**src/design/ccsr_pkg.sv**
```systemverilog
// What this block does
// - done current threshold, bits 7-4, reset 0001
// - voltage target, bits 3-0, reset 1010
// - fast charge moves to cv at target
// - bits 7-6 pick overvoltage threshold
// - bit 5 stops charging after 30 minutes in cv
// - bit 4 picks fixed 90 mA or field
// - bits 3-0 fast current, reset 0101
// - six event flags, clear on read
// - mask bits, 1 masks, reset 0
// - fast timer expiry sets bit 7, disables
// - precharge timer expiry sets bit 6, disables
// - status bit 5 shows other faults
// - status bits 4-0 show live state
// - enable override reset 1, starts charging without a charger unless faulted or locked out
// - fast timer 5/6/7 hours or off
package ccsr_pkg;
  // ----------------------------------------
  // register offsets
  // ----------------------------------------
  localparam logic [7:0] ADDR_CTRL1 = 8'h20; // override and fast timer
  localparam logic [7:0] ADDR_TERM_VOLT = 8'h21;
  localparam logic [7:0] ADDR_PROT_CURR = 8'h22;
  localparam logic [7:0] ADDR_EVENT_FLAGS = 8'h24;
  localparam logic [7:0] ADDR_EVENT_MASK = 8'h25;
  localparam logic [7:0] ADDR_STATE_REPORT = 8'h26;

  // ----------------------------------------
  // reset values
  // ----------------------------------------
  localparam logic [7:0] RST_CTRL1 = 8'h10; // override set, 5 h timer
  localparam logic [7:0] RST_TERM_VOLT = 8'h1a;
  localparam logic [7:0] RST_PROT_CURR = 8'h05;
  localparam logic [5:0] RST_EVENT_MASK = 6'h00;

  // ----------------------------------------
  // field positions
  // ----------------------------------------
  localparam int OVERRIDE_BIT = 4;
  localparam int AUTO_CHARGE_SHUTOFF_BIT = 5;
  localparam int RANGE_SEL_BIT = 4;
  localparam int FAST_TIMER_EXP_BIT = 7;
  localparam int PRE_TIMER_EXP_BIT = 6;
  localparam int FAULT_BIT = 5;
  localparam int DONE_BIT = 4;
  localparam int CV_BIT = 3;
  localparam int FAST_BIT = 2;
  localparam int PRE_BIT = 1;
  localparam int IDLE_BIT = 0;
  localparam logic [1:0] FAST_TIMER_OFF = 2'h3;

  // ----------------------------------------
  // timing
  // ----------------------------------------
  localparam int CLK_HZ = 50_000_000;
  localparam int TICK_S = 1; // timers count whole seconds
  localparam int TICK_CYCLES = CLK_HZ * TICK_S;
  localparam int MINUTE_S = 60;
  localparam int HOUR_S = 3600;
  localparam logic [14:0] PRE_LIMIT_S = 15'(30 * MINUTE_S);
  localparam logic [14:0] STOP_LIMIT_S = 15'(30 * MINUTE_S);
  localparam logic [14:0] FAST_5H_S = 15'(5 * HOUR_S);
  localparam logic [14:0] FAST_6H_S = 15'(6 * HOUR_S);
  localparam logic [14:0] FAST_7H_S = 15'(7 * HOUR_S);

  // ----------------------------------------
  // charger states
  // ----------------------------------------
  typedef enum logic [2:0] {
    ST_IDLE, ST_PRE, ST_FAST, ST_CV, ST_DONE, ST_FAULT
  } ccsr_state_t;
endpackage : ccsr_pkg

```
**src/design/ccsr_regs.sv**
```systemverilog
module ccsr_regs #(
  parameter int TICK_CYCLES = ccsr_pkg::TICK_CYCLES // shorten in sim
) (
  input wire logic clk_in,
  input wire logic reset_in,
  input wire logic ce_in,
  input wire logic [7:0] reg_addr_in,
  input wire logic [7:0] reg_wdata_in,
  input wire logic reg_wr_in,
  input wire logic reg_rd_in,
  output logic [7:0] reg_rdata_out,
  input wire logic charger_detected_in,
  input wire logic batt_above_pre_in,
  input wire logic [3:0] batt_voltage_code_in,
  input wire logic fault_in,
  output logic charge_enable_out,
  output logic [3:0] done_current_threshold_out,
  output logic [3:0] constant_voltage_target_out,
  output logic [1:0] overvoltage_threshold_out,
  output logic fast_current_fixed_out,
  output logic [3:0] fast_charge_current_out,
  output logic irq_out
);
  // ----------------------------------------
  // register storage
  // ----------------------------------------
  logic [7:0] ctrl1; // override and fast timer only
  logic [7:0] term_volt; // threshold and cv target
  logic [7:0] prot_curr; // ovp, auto_charge_shutoff, current
  logic [5:0] event_flags; // sticky, clear on read
  logic [5:0] event_mask; // 1 masks
  logic fast_timer_expired; // lockout latch
  logic precharge_timer_expired; // lockout latch
  ccsr_pkg::ccsr_state_t state;
  ccsr_pkg::ccsr_state_t next_state;
  logic detect_prev; // for re-attach edge
  logic [25:0] tick_count; // cycles within a second
  logic [14:0] sec_count; // seconds in present state

  // ----------------------------------------
  // decode
  // ----------------------------------------
  // strobes need the clock enable, so a frozen block drops host access
  wire wr_en = ce_in & reg_wr_in;
  wire rd_en = ce_in & reg_rd_in;
  wire wr_ctrl1 = wr_en & (reg_addr_in == ccsr_pkg::ADDR_CTRL1);
  wire wr_term = wr_en & (reg_addr_in == ccsr_pkg::ADDR_TERM_VOLT);
  wire wr_prot = wr_en & (reg_addr_in == ccsr_pkg::ADDR_PROT_CURR);
  wire wr_mask = wr_en & (reg_addr_in == ccsr_pkg::ADDR_EVENT_MASK);
  wire rd_flags = rd_en & (reg_addr_in == ccsr_pkg::ADDR_EVENT_FLAGS);
  wire override_bit = ctrl1[ccsr_pkg::OVERRIDE_BIT];
  // a write that flips the override counts as a toggle
  wire override_toggle = wr_ctrl1 &
    (reg_wdata_in[ccsr_pkg::OVERRIDE_BIT] != override_bit);
  wire reattach = charger_detected_in & ~detect_prev;
  wire lockout_clear = override_toggle | reattach;
  wire enabled = override_bit | charger_detected_in;
  wire locked = fast_timer_expired | precharge_timer_expired;
  wire run_ok = enabled & ~locked;
  wire second_tick = (tick_count == 26'(TICK_CYCLES - 1));
  wire auto_charge_shutoff = prot_curr[ccsr_pkg::AUTO_CHARGE_SHUTOFF_BIT];
  wire [1:0] fast_time_code = ctrl1[1:0];
  wire at_cv_target = batt_voltage_code_in >= term_volt[3:0];

  // fast timer limit from the two-bit time field
  wire [14:0] fast_limit =
    (fast_time_code == 2'h0) ? ccsr_pkg::FAST_5H_S :
    (fast_time_code == 2'h1) ? ccsr_pkg::FAST_6H_S :
    ccsr_pkg::FAST_7H_S;
  wire fast_expire = (state == ccsr_pkg::ST_FAST) & second_tick &
    (fast_time_code != ccsr_pkg::FAST_TIMER_OFF) &
    (sec_count == fast_limit - 15'h1);
  wire pre_expire = (state == ccsr_pkg::ST_PRE) & second_tick &
    (sec_count == ccsr_pkg::PRE_LIMIT_S - 15'h1);
  wire stop_expire = (state == ccsr_pkg::ST_CV) & auto_charge_shutoff &
    second_tick & (sec_count == ccsr_pkg::STOP_LIMIT_S - 15'h1);

  // one-hot live state, bit order matches the flags
  wire [5:0] state_bits = {
    state == ccsr_pkg::ST_FAULT, state == ccsr_pkg::ST_DONE,
    state == ccsr_pkg::ST_CV, state == ccsr_pkg::ST_FAST,
    state == ccsr_pkg::ST_PRE, state == ccsr_pkg::ST_IDLE};
  wire state_change = ce_in & (next_state != state);
  wire [5:0] entry_bits = {
    next_state == ccsr_pkg::ST_FAULT, next_state == ccsr_pkg::ST_DONE,
    next_state == ccsr_pkg::ST_CV, next_state == ccsr_pkg::ST_FAST,
    next_state == ccsr_pkg::ST_PRE, next_state == ccsr_pkg::ST_IDLE};
  wire [5:0] event_set = state_change ? entry_bits : 6'h00;
  // set wins over the clear of a read in the same cycle
  wire [5:0] next_flags =
    (event_flags & ~(rd_flags ? 6'h3f : 6'h00)) | event_set;
  wire [7:0] state_report = {fast_timer_expired,
    precharge_timer_expired, state_bits};

  // read mux, unmapped offsets read zero
  wire [7:0] read_value =
    (reg_addr_in == ccsr_pkg::ADDR_CTRL1) ?
      {3'h0, override_bit, 2'h0, fast_time_code} :
    (reg_addr_in == ccsr_pkg::ADDR_TERM_VOLT) ? term_volt :
    (reg_addr_in == ccsr_pkg::ADDR_PROT_CURR) ? prot_curr :
    (reg_addr_in == ccsr_pkg::ADDR_EVENT_FLAGS) ?
      {2'h0, event_flags} :
    (reg_addr_in == ccsr_pkg::ADDR_EVENT_MASK) ? {2'h0, event_mask} :
    (reg_addr_in == ccsr_pkg::ADDR_STATE_REPORT) ? state_report :
    8'h00;

  // ----------------------------------------
  // charger state machine
  // ----------------------------------------
  // fault and loss of enable take priority over progress
  always_comb begin
    next_state = state;
    case (state)
      ccsr_pkg::ST_IDLE: begin
        if (run_ok & ~fault_in) next_state = ccsr_pkg::ST_PRE;
      end
      ccsr_pkg::ST_PRE: begin
        if (pre_expire) next_state = ccsr_pkg::ST_IDLE;
        else if (batt_above_pre_in) next_state = ccsr_pkg::ST_FAST;
      end
      ccsr_pkg::ST_FAST: begin
        if (fast_expire) next_state = ccsr_pkg::ST_IDLE;
        else if (at_cv_target) next_state = ccsr_pkg::ST_CV;
      end
      ccsr_pkg::ST_CV: begin
        // without auto_charge_shutoff the charger holds cv until a fault or loss of enable
        if (stop_expire) next_state = ccsr_pkg::ST_DONE;
      end
      ccsr_pkg::ST_DONE: begin
        next_state = ccsr_pkg::ST_DONE;
      end
      ccsr_pkg::ST_FAULT: begin
        if (~fault_in) next_state = ccsr_pkg::ST_IDLE;
      end
      default: begin
        next_state = ccsr_pkg::ST_IDLE;
      end
    endcase
    if (state != ccsr_pkg::ST_IDLE && state != ccsr_pkg::ST_FAULT) begin
      if (fault_in) next_state = ccsr_pkg::ST_FAULT;
      else if (~enabled) next_state = ccsr_pkg::ST_IDLE;
    end
  end

  // state and edge memory
  always_ff @(posedge clk_in) begin
    if (reset_in) begin
      state <= ccsr_pkg::ST_IDLE;
      detect_prev <= 1'b0;
    end else if (ce_in) begin
      state <= next_state;
      detect_prev <= charger_detected_in;
    end
  end

  // ----------------------------------------
  // second prescaler and state timer
  // ----------------------------------------
  // timer restarts on each state change
  always_ff @(posedge clk_in) begin
    if (reset_in) begin
      tick_count <= 26'h0;
      sec_count <= 15'h0;
    end else if (ce_in) begin
      if (next_state != state) begin
        tick_count <= 26'h0;
        sec_count <= 15'h0;
      end else if (second_tick) begin
        tick_count <= 26'h0;
        sec_count <= sec_count + 15'h1;
      end else begin
        tick_count <= tick_count + 26'h1;
      end
    end
  end

  // ----------------------------------------
  // timer lockout latches
  // ----------------------------------------
  // expiry wins over a clear landing in the same cycle
  always_ff @(posedge clk_in) begin
    if (reset_in) begin
      fast_timer_expired <= 1'b0;
      precharge_timer_expired <= 1'b0;
    end else if (ce_in) begin
      fast_timer_expired <= fast_expire |
        (fast_timer_expired & ~lockout_clear);
      precharge_timer_expired <= pre_expire |
        (precharge_timer_expired & ~lockout_clear);
    end
  end

  // ----------------------------------------
  // host registers
  // ----------------------------------------
  // configuration writes, status writes are ignored
  always_ff @(posedge clk_in) begin
    if (reset_in) begin
      ctrl1 <= ccsr_pkg::RST_CTRL1;
      term_volt <= ccsr_pkg::RST_TERM_VOLT;
      prot_curr <= ccsr_pkg::RST_PROT_CURR;
      event_mask <= ccsr_pkg::RST_EVENT_MASK;
    end else begin
      if (wr_ctrl1) ctrl1 <= {3'h0, reg_wdata_in[4], 2'h0,
        reg_wdata_in[1:0]};
      if (wr_term) term_volt <= reg_wdata_in;
      if (wr_prot) prot_curr <= reg_wdata_in;
      if (wr_mask) event_mask <= reg_wdata_in[5:0];
    end
  end

  // flags and read data
  always_ff @(posedge clk_in) begin
    if (reset_in) begin
      event_flags <= 6'h00;
      reg_rdata_out <= 8'h00;
    end else if (ce_in) begin
      event_flags <= next_flags;
      if (rd_en) reg_rdata_out <= read_value;
    end
  end

  // ----------------------------------------
  // outputs
  // ----------------------------------------
  assign charge_enable_out = (state == ccsr_pkg::ST_PRE) |
    (state == ccsr_pkg::ST_FAST) | (state == ccsr_pkg::ST_CV);
  assign done_current_threshold_out = term_volt[7:4];
  assign constant_voltage_target_out = term_volt[3:0];
  assign overvoltage_threshold_out = prot_curr[7:6];
  assign fast_current_fixed_out =
    ~prot_curr[ccsr_pkg::RANGE_SEL_BIT];
  assign fast_charge_current_out = prot_curr[3:0];
  assign irq_out = |(event_flags & ~event_mask);
endmodule : ccsr_regs

```
**config.mk**
```make
export PLATFORM = sky130hd
export DESIGN_NAME = ccsr_regs
export DESIGN_NICKNAME = d
export VERILOG_FILES = /design/src/design/ccsr_pkg.sv /design/src/design/ccsr_regs.sv
export SDC_FILE = /design/constraint.sdc
export NUM_CORES = 1
export LEC_CHECK = 0
export BUFFER_PORTS_ARGS = -buffer_cell sky130_fd_sc_hd__buf_4
export CORE_MARGIN = 5
export CORE_UTILIZATION = 30
export DETAILED_ROUTE_END_ITERATION = 8
export PLACE_DENSITY_LB_ADDON = 0.2
export SLEW_MARGIN = 20
export SYNTH_ARGS = -nofsm -noshare
export SYNTH_HDL_FRONTEND = slang
export SYNTH_SLANG_ARGS = --single-unit
```
**constraint.sdc**
```tcl
create_clock -name clk_in -period 4.9 [get_ports clk_in]
set_clock_uncertainty 0.1 [all_clocks]
set_input_delay 0.49 -clock clk_in [delete_from_list [all_inputs] [get_ports clk_in]]
set_output_delay 0.49 -clock clk_in [all_outputs]
set_load 0.005 [all_outputs]
```
==> metrics.md <==
| Metric | Value |
|---|---|
| WL per Instance | `15.81 um` |
| Outcome | `completed` |
| Post-synthesis compound-gate area fraction | `0.1605` |
| Register-to-register setup slack | `1.44 ns` |
| Total power | `0.001670 W` |
| # port buffers | `52` |
| DR vias | `4162` |
| Antenna fix cells | `0` |
| Clock latency on the worst-skew pair | `0.35 ns` |
| Initial antenna violation count | `0` |
| RSZ-0062 raised after global routing | `false` |
| Htree depth | `3` |
| Top FF cell, synth | `dfxtp_1` |
| Xor and xnor area share after synthesis | `0.04878` |
| Most common cell after layout, fill and taps aside | `dfxtp_1` |
| Hold WC Path Type | `in -> reg` |
| Area Growth Syn to Fin | `18.12%` |
| Maxcap violations | `0` |
| Vias per std cell | `5.132` |
| Sinks on Clock Net | `86` |
| Cell Area, Synth | `4668 um2` |
| Die ar. | `18150 um2` |
| Adder-cell share of the synthesized area | `0.01608` |
| Worst r2r src | `state[1]$_SDFFE_PP0P_` |
| Syn Nets | `599` |
| Synth Area in Simple Gates | `0.3018` |
| Hold Fails Final Rpt | `0` |
| Core area | `15260 um2` |
| Number of synthesized flops with an enable pin | `0` |
| Hold Slack | `0.3002 ns` |
| Dpl cell area | `5171 um2` |
| Fin nets | `630` |
| Hold wc startpoint | `reg_wdata_in[7]` |
| Die Ht | `134.7 um` |
| Antenna Nets Post-Route | `0` |
| Synth cell types | `69` |
| Ys async rst share | `0` |
| Largest net degree at the start of global routing | `48` |
| Worst path max stage delay | `0.71 ns` |
| Synth Area per Inst | `8.262 um2` |
| Seq/Total Area, Yosys | `0.3688` |
| Final setup violation count | `0` |
| Post-CTS sizing | `0` |
| Slew at the pin closest to its max-slew limit | `1.127 ns` |
| Final Slew Violations | `0` |
| DRT Pass-1 Iters | `4` |
| CP Max Fanout | `20` |
| Vias in the first global route | `3953` |
| VDD IR max | `0.0001855 V` |
| Commonest non-fill, non-tap cells in the layout | `dfxtp_1, nor2_1, nand2_1, buf_4, a21oi_1` |
| Fillers | `1602` |
| Maximum root-to-sink buffer count | `2` |
| CP arrival | `3.63 ns` |
| Total wire length | `12820 um` |
| I/O pins | `53` |
| Chip Width | `134.7 um` |
| Number of synthesis warnings | `0` |
| Worst Setup SP | `state[1]$_SDFFE_PP0P_` |
| Setup crit end kind | `flop` |
| Crit-path cells | `nor3b_2, nand4_1, nor3_4, o221ai_1, and3_4, o31ai_1, nand2_1, a21oi_1` |
| TritonCTS clock tree | `built` |
| CTS Hold Bufs | `0` |
| Mux contribution to synthesized area | `0.05146` |
| Post-Synthesis Cells | `565` |
| DRC | `0` |
| Design Area, Final | `5514 um2` |
| Rows | `45` |
| Post-CTS Setup Repair Bufs | `0` |
| Setup TNS | `0 ns` |
| Total CTS buffers | `9` |
| Slew margin rel. | `0.2428` |
| Worst-path clk slew | `0.06 ns` |
| First-pass GRT wire length | `20490 um` |
| DP HPWL | `9487 um` |
| Power Density | `302.8 nW/um2` |
| Initial Util | `0.3059` |
| Final Core Density | `0.3614` |
| Largest family of logic cells by synthesized area | `simple AND/OR/NAND/NOR gates` |
| Worst Setup Start Kind | `flop` |
| Fin crit period | `3.458 ns` |
| WP data required | `5.07 ns` |
| Total gr overflow | `0` |
| CP max-delay cell | `dfxtp_1` |
| Worst Path Class, Setup | `reg -> reg` |
| CTS root buf | `clkbuf_16` |
| Register bit count reported by yosys | `86` |
| P_leak | `2.016 nW` |
| Part of the cycle the worst path needs | `0.7057` |
| Share of layout cells above drive strength 1 | `0.1517` |
| DRT iter0 DRCs | `205` |
| Overall routing resource usage | `0.1413` |
| Maximum clock frequency | `289.2 MHz` |
| Routability cong. | `0.8508` |
-- kinds of logic (layout without fill, tap and decap cells) --
| kind of cell | Yosys count | in the layout |
|---|---|---|
| compound gates | 110 | 110 |
| xor+xnor | 26 | 26 |
| fa+ha+maj | 6 | 6 |
| buf+inv | 56 | 91 |
| flops | 86 | 86 |
| mux | 24 | 24 |
| simple gates | 257 | 257 |
-- layer usage --
metal / part of all wire / wire (um) / track usage / up-vias
li1: - / - / - / 2072
met4: 0.027 / 346 / 0.05882 / 0
met2: 0.44 / 5656 / 0.2212 / 117
met3: 0.068 / 871 / 0.03875 / 20
met1: 0.46 / 5949 / 0.1836 / 1953
met5: 0 / 0 / 0 / -
-- state kept, by name, indices dropped and copies added, names as in the netlist --
signal / flops
ctrl1: 3
detect_prev: 1
event_flags: 6
event_mask: 6
fast_timer_expired: 1
precharge_timer_expired: 1
prot_curr: 8
reg_rdata_out: 8
sec_count: 15
state: 3
term_volt: 8
tick_count: 26
-- cell usage after synthesis, types with 4 or more instances --
cell type | n | share of area
dfxtp_1 | 86 | 0.37
nor2_1 | 71 | 0.057
nand2_1 | 62 | 0.050
a21oi_1 | 41 | 0.044
nand3_1 | 28 | 0.030
mux2i_1 | 24 | 0.051
inv_1 | 23 | 0.018
o21ai_0 | 20 | 0.021
xor2_1 | 17 | 0.032
clkbuf_1 | 16 | 0.013
nand4_1 | 14 | 0.019
or3_1 | 11 | 0.015
and3_1 | 9 | 0.012
xnor2_1 | 9 | 0.017
nand2b_1 | 8 | 0.011
buf_2 | 7 | 0.0075
buf_4 | 7 | 0.011
nor3_1 | 7 | 0.0075
or4_1 | 7 | 0.011
ha_1 | 6 | 0.016
a311oi_1 | 5 | 0.0094
o31ai_1 | 5 | 0.0080
a211oi_1 | 4 | 0.0064
nor2b_1 | 4 | 0.0054
o221ai_1 | 4 | 0.0075
-- area by class of cell --
type | instances | area (um2) | share of cell area
inverter | 23 | 86.33 | 0.01566
timing repair buffer | 53 | 397.9 | 0.07216
tap | 211 | 264.0 | 0.04788
multi-input combinational | 423 | 2706 | 0.4908
clock inverter | 4 | 95.09 | 0.01725
sequential | 86 | 1722 | 0.3122
clock buffer | 11 | 242.7 | 0.04402
-- worst paths after layout --
kind | end | depth (start not counted)
worst max register to register | sec_count[11]$_SDFFE_PP0P_ | 8
worst min-delay path | prot_curr[7]$_SDFFE_PP0P_ | 3
worst max-delay path | sec_count[11]$_SDFFE_PP0P_ | 8
worst min register to register | event_flags[1]$_SDFFE_PP0P_ | 2
-- worst max-delay path: cells and delay by family, from the launching register on --
family	cells	cell delay, ns
AND/OR/NAND/NOR	5	1.54
AO/OA/AOI/OAI	3	1.02
flip-flops	1	0.71
-- report_power, final --
part | internal (W) | total, W | switching (W)
clock | 0.000508 | 0.000786 | 0.000277
combinational | 0.0000628 | 0.000162 | 0.0000993
sequential | 0.000709 | 0.000722 | 0.0000129
-- per-stage QoR --
step | setup WS, ns | cells
floorplan | 2.055 | 565
global placement | 1.472 | 796
detailed placement | 1.436 | 796
CTS | 1.419 | 811
global route | 1.012 | 811
finish | 1.442 | 811
No activity file was read; power rests on OpenSTA's default activity.
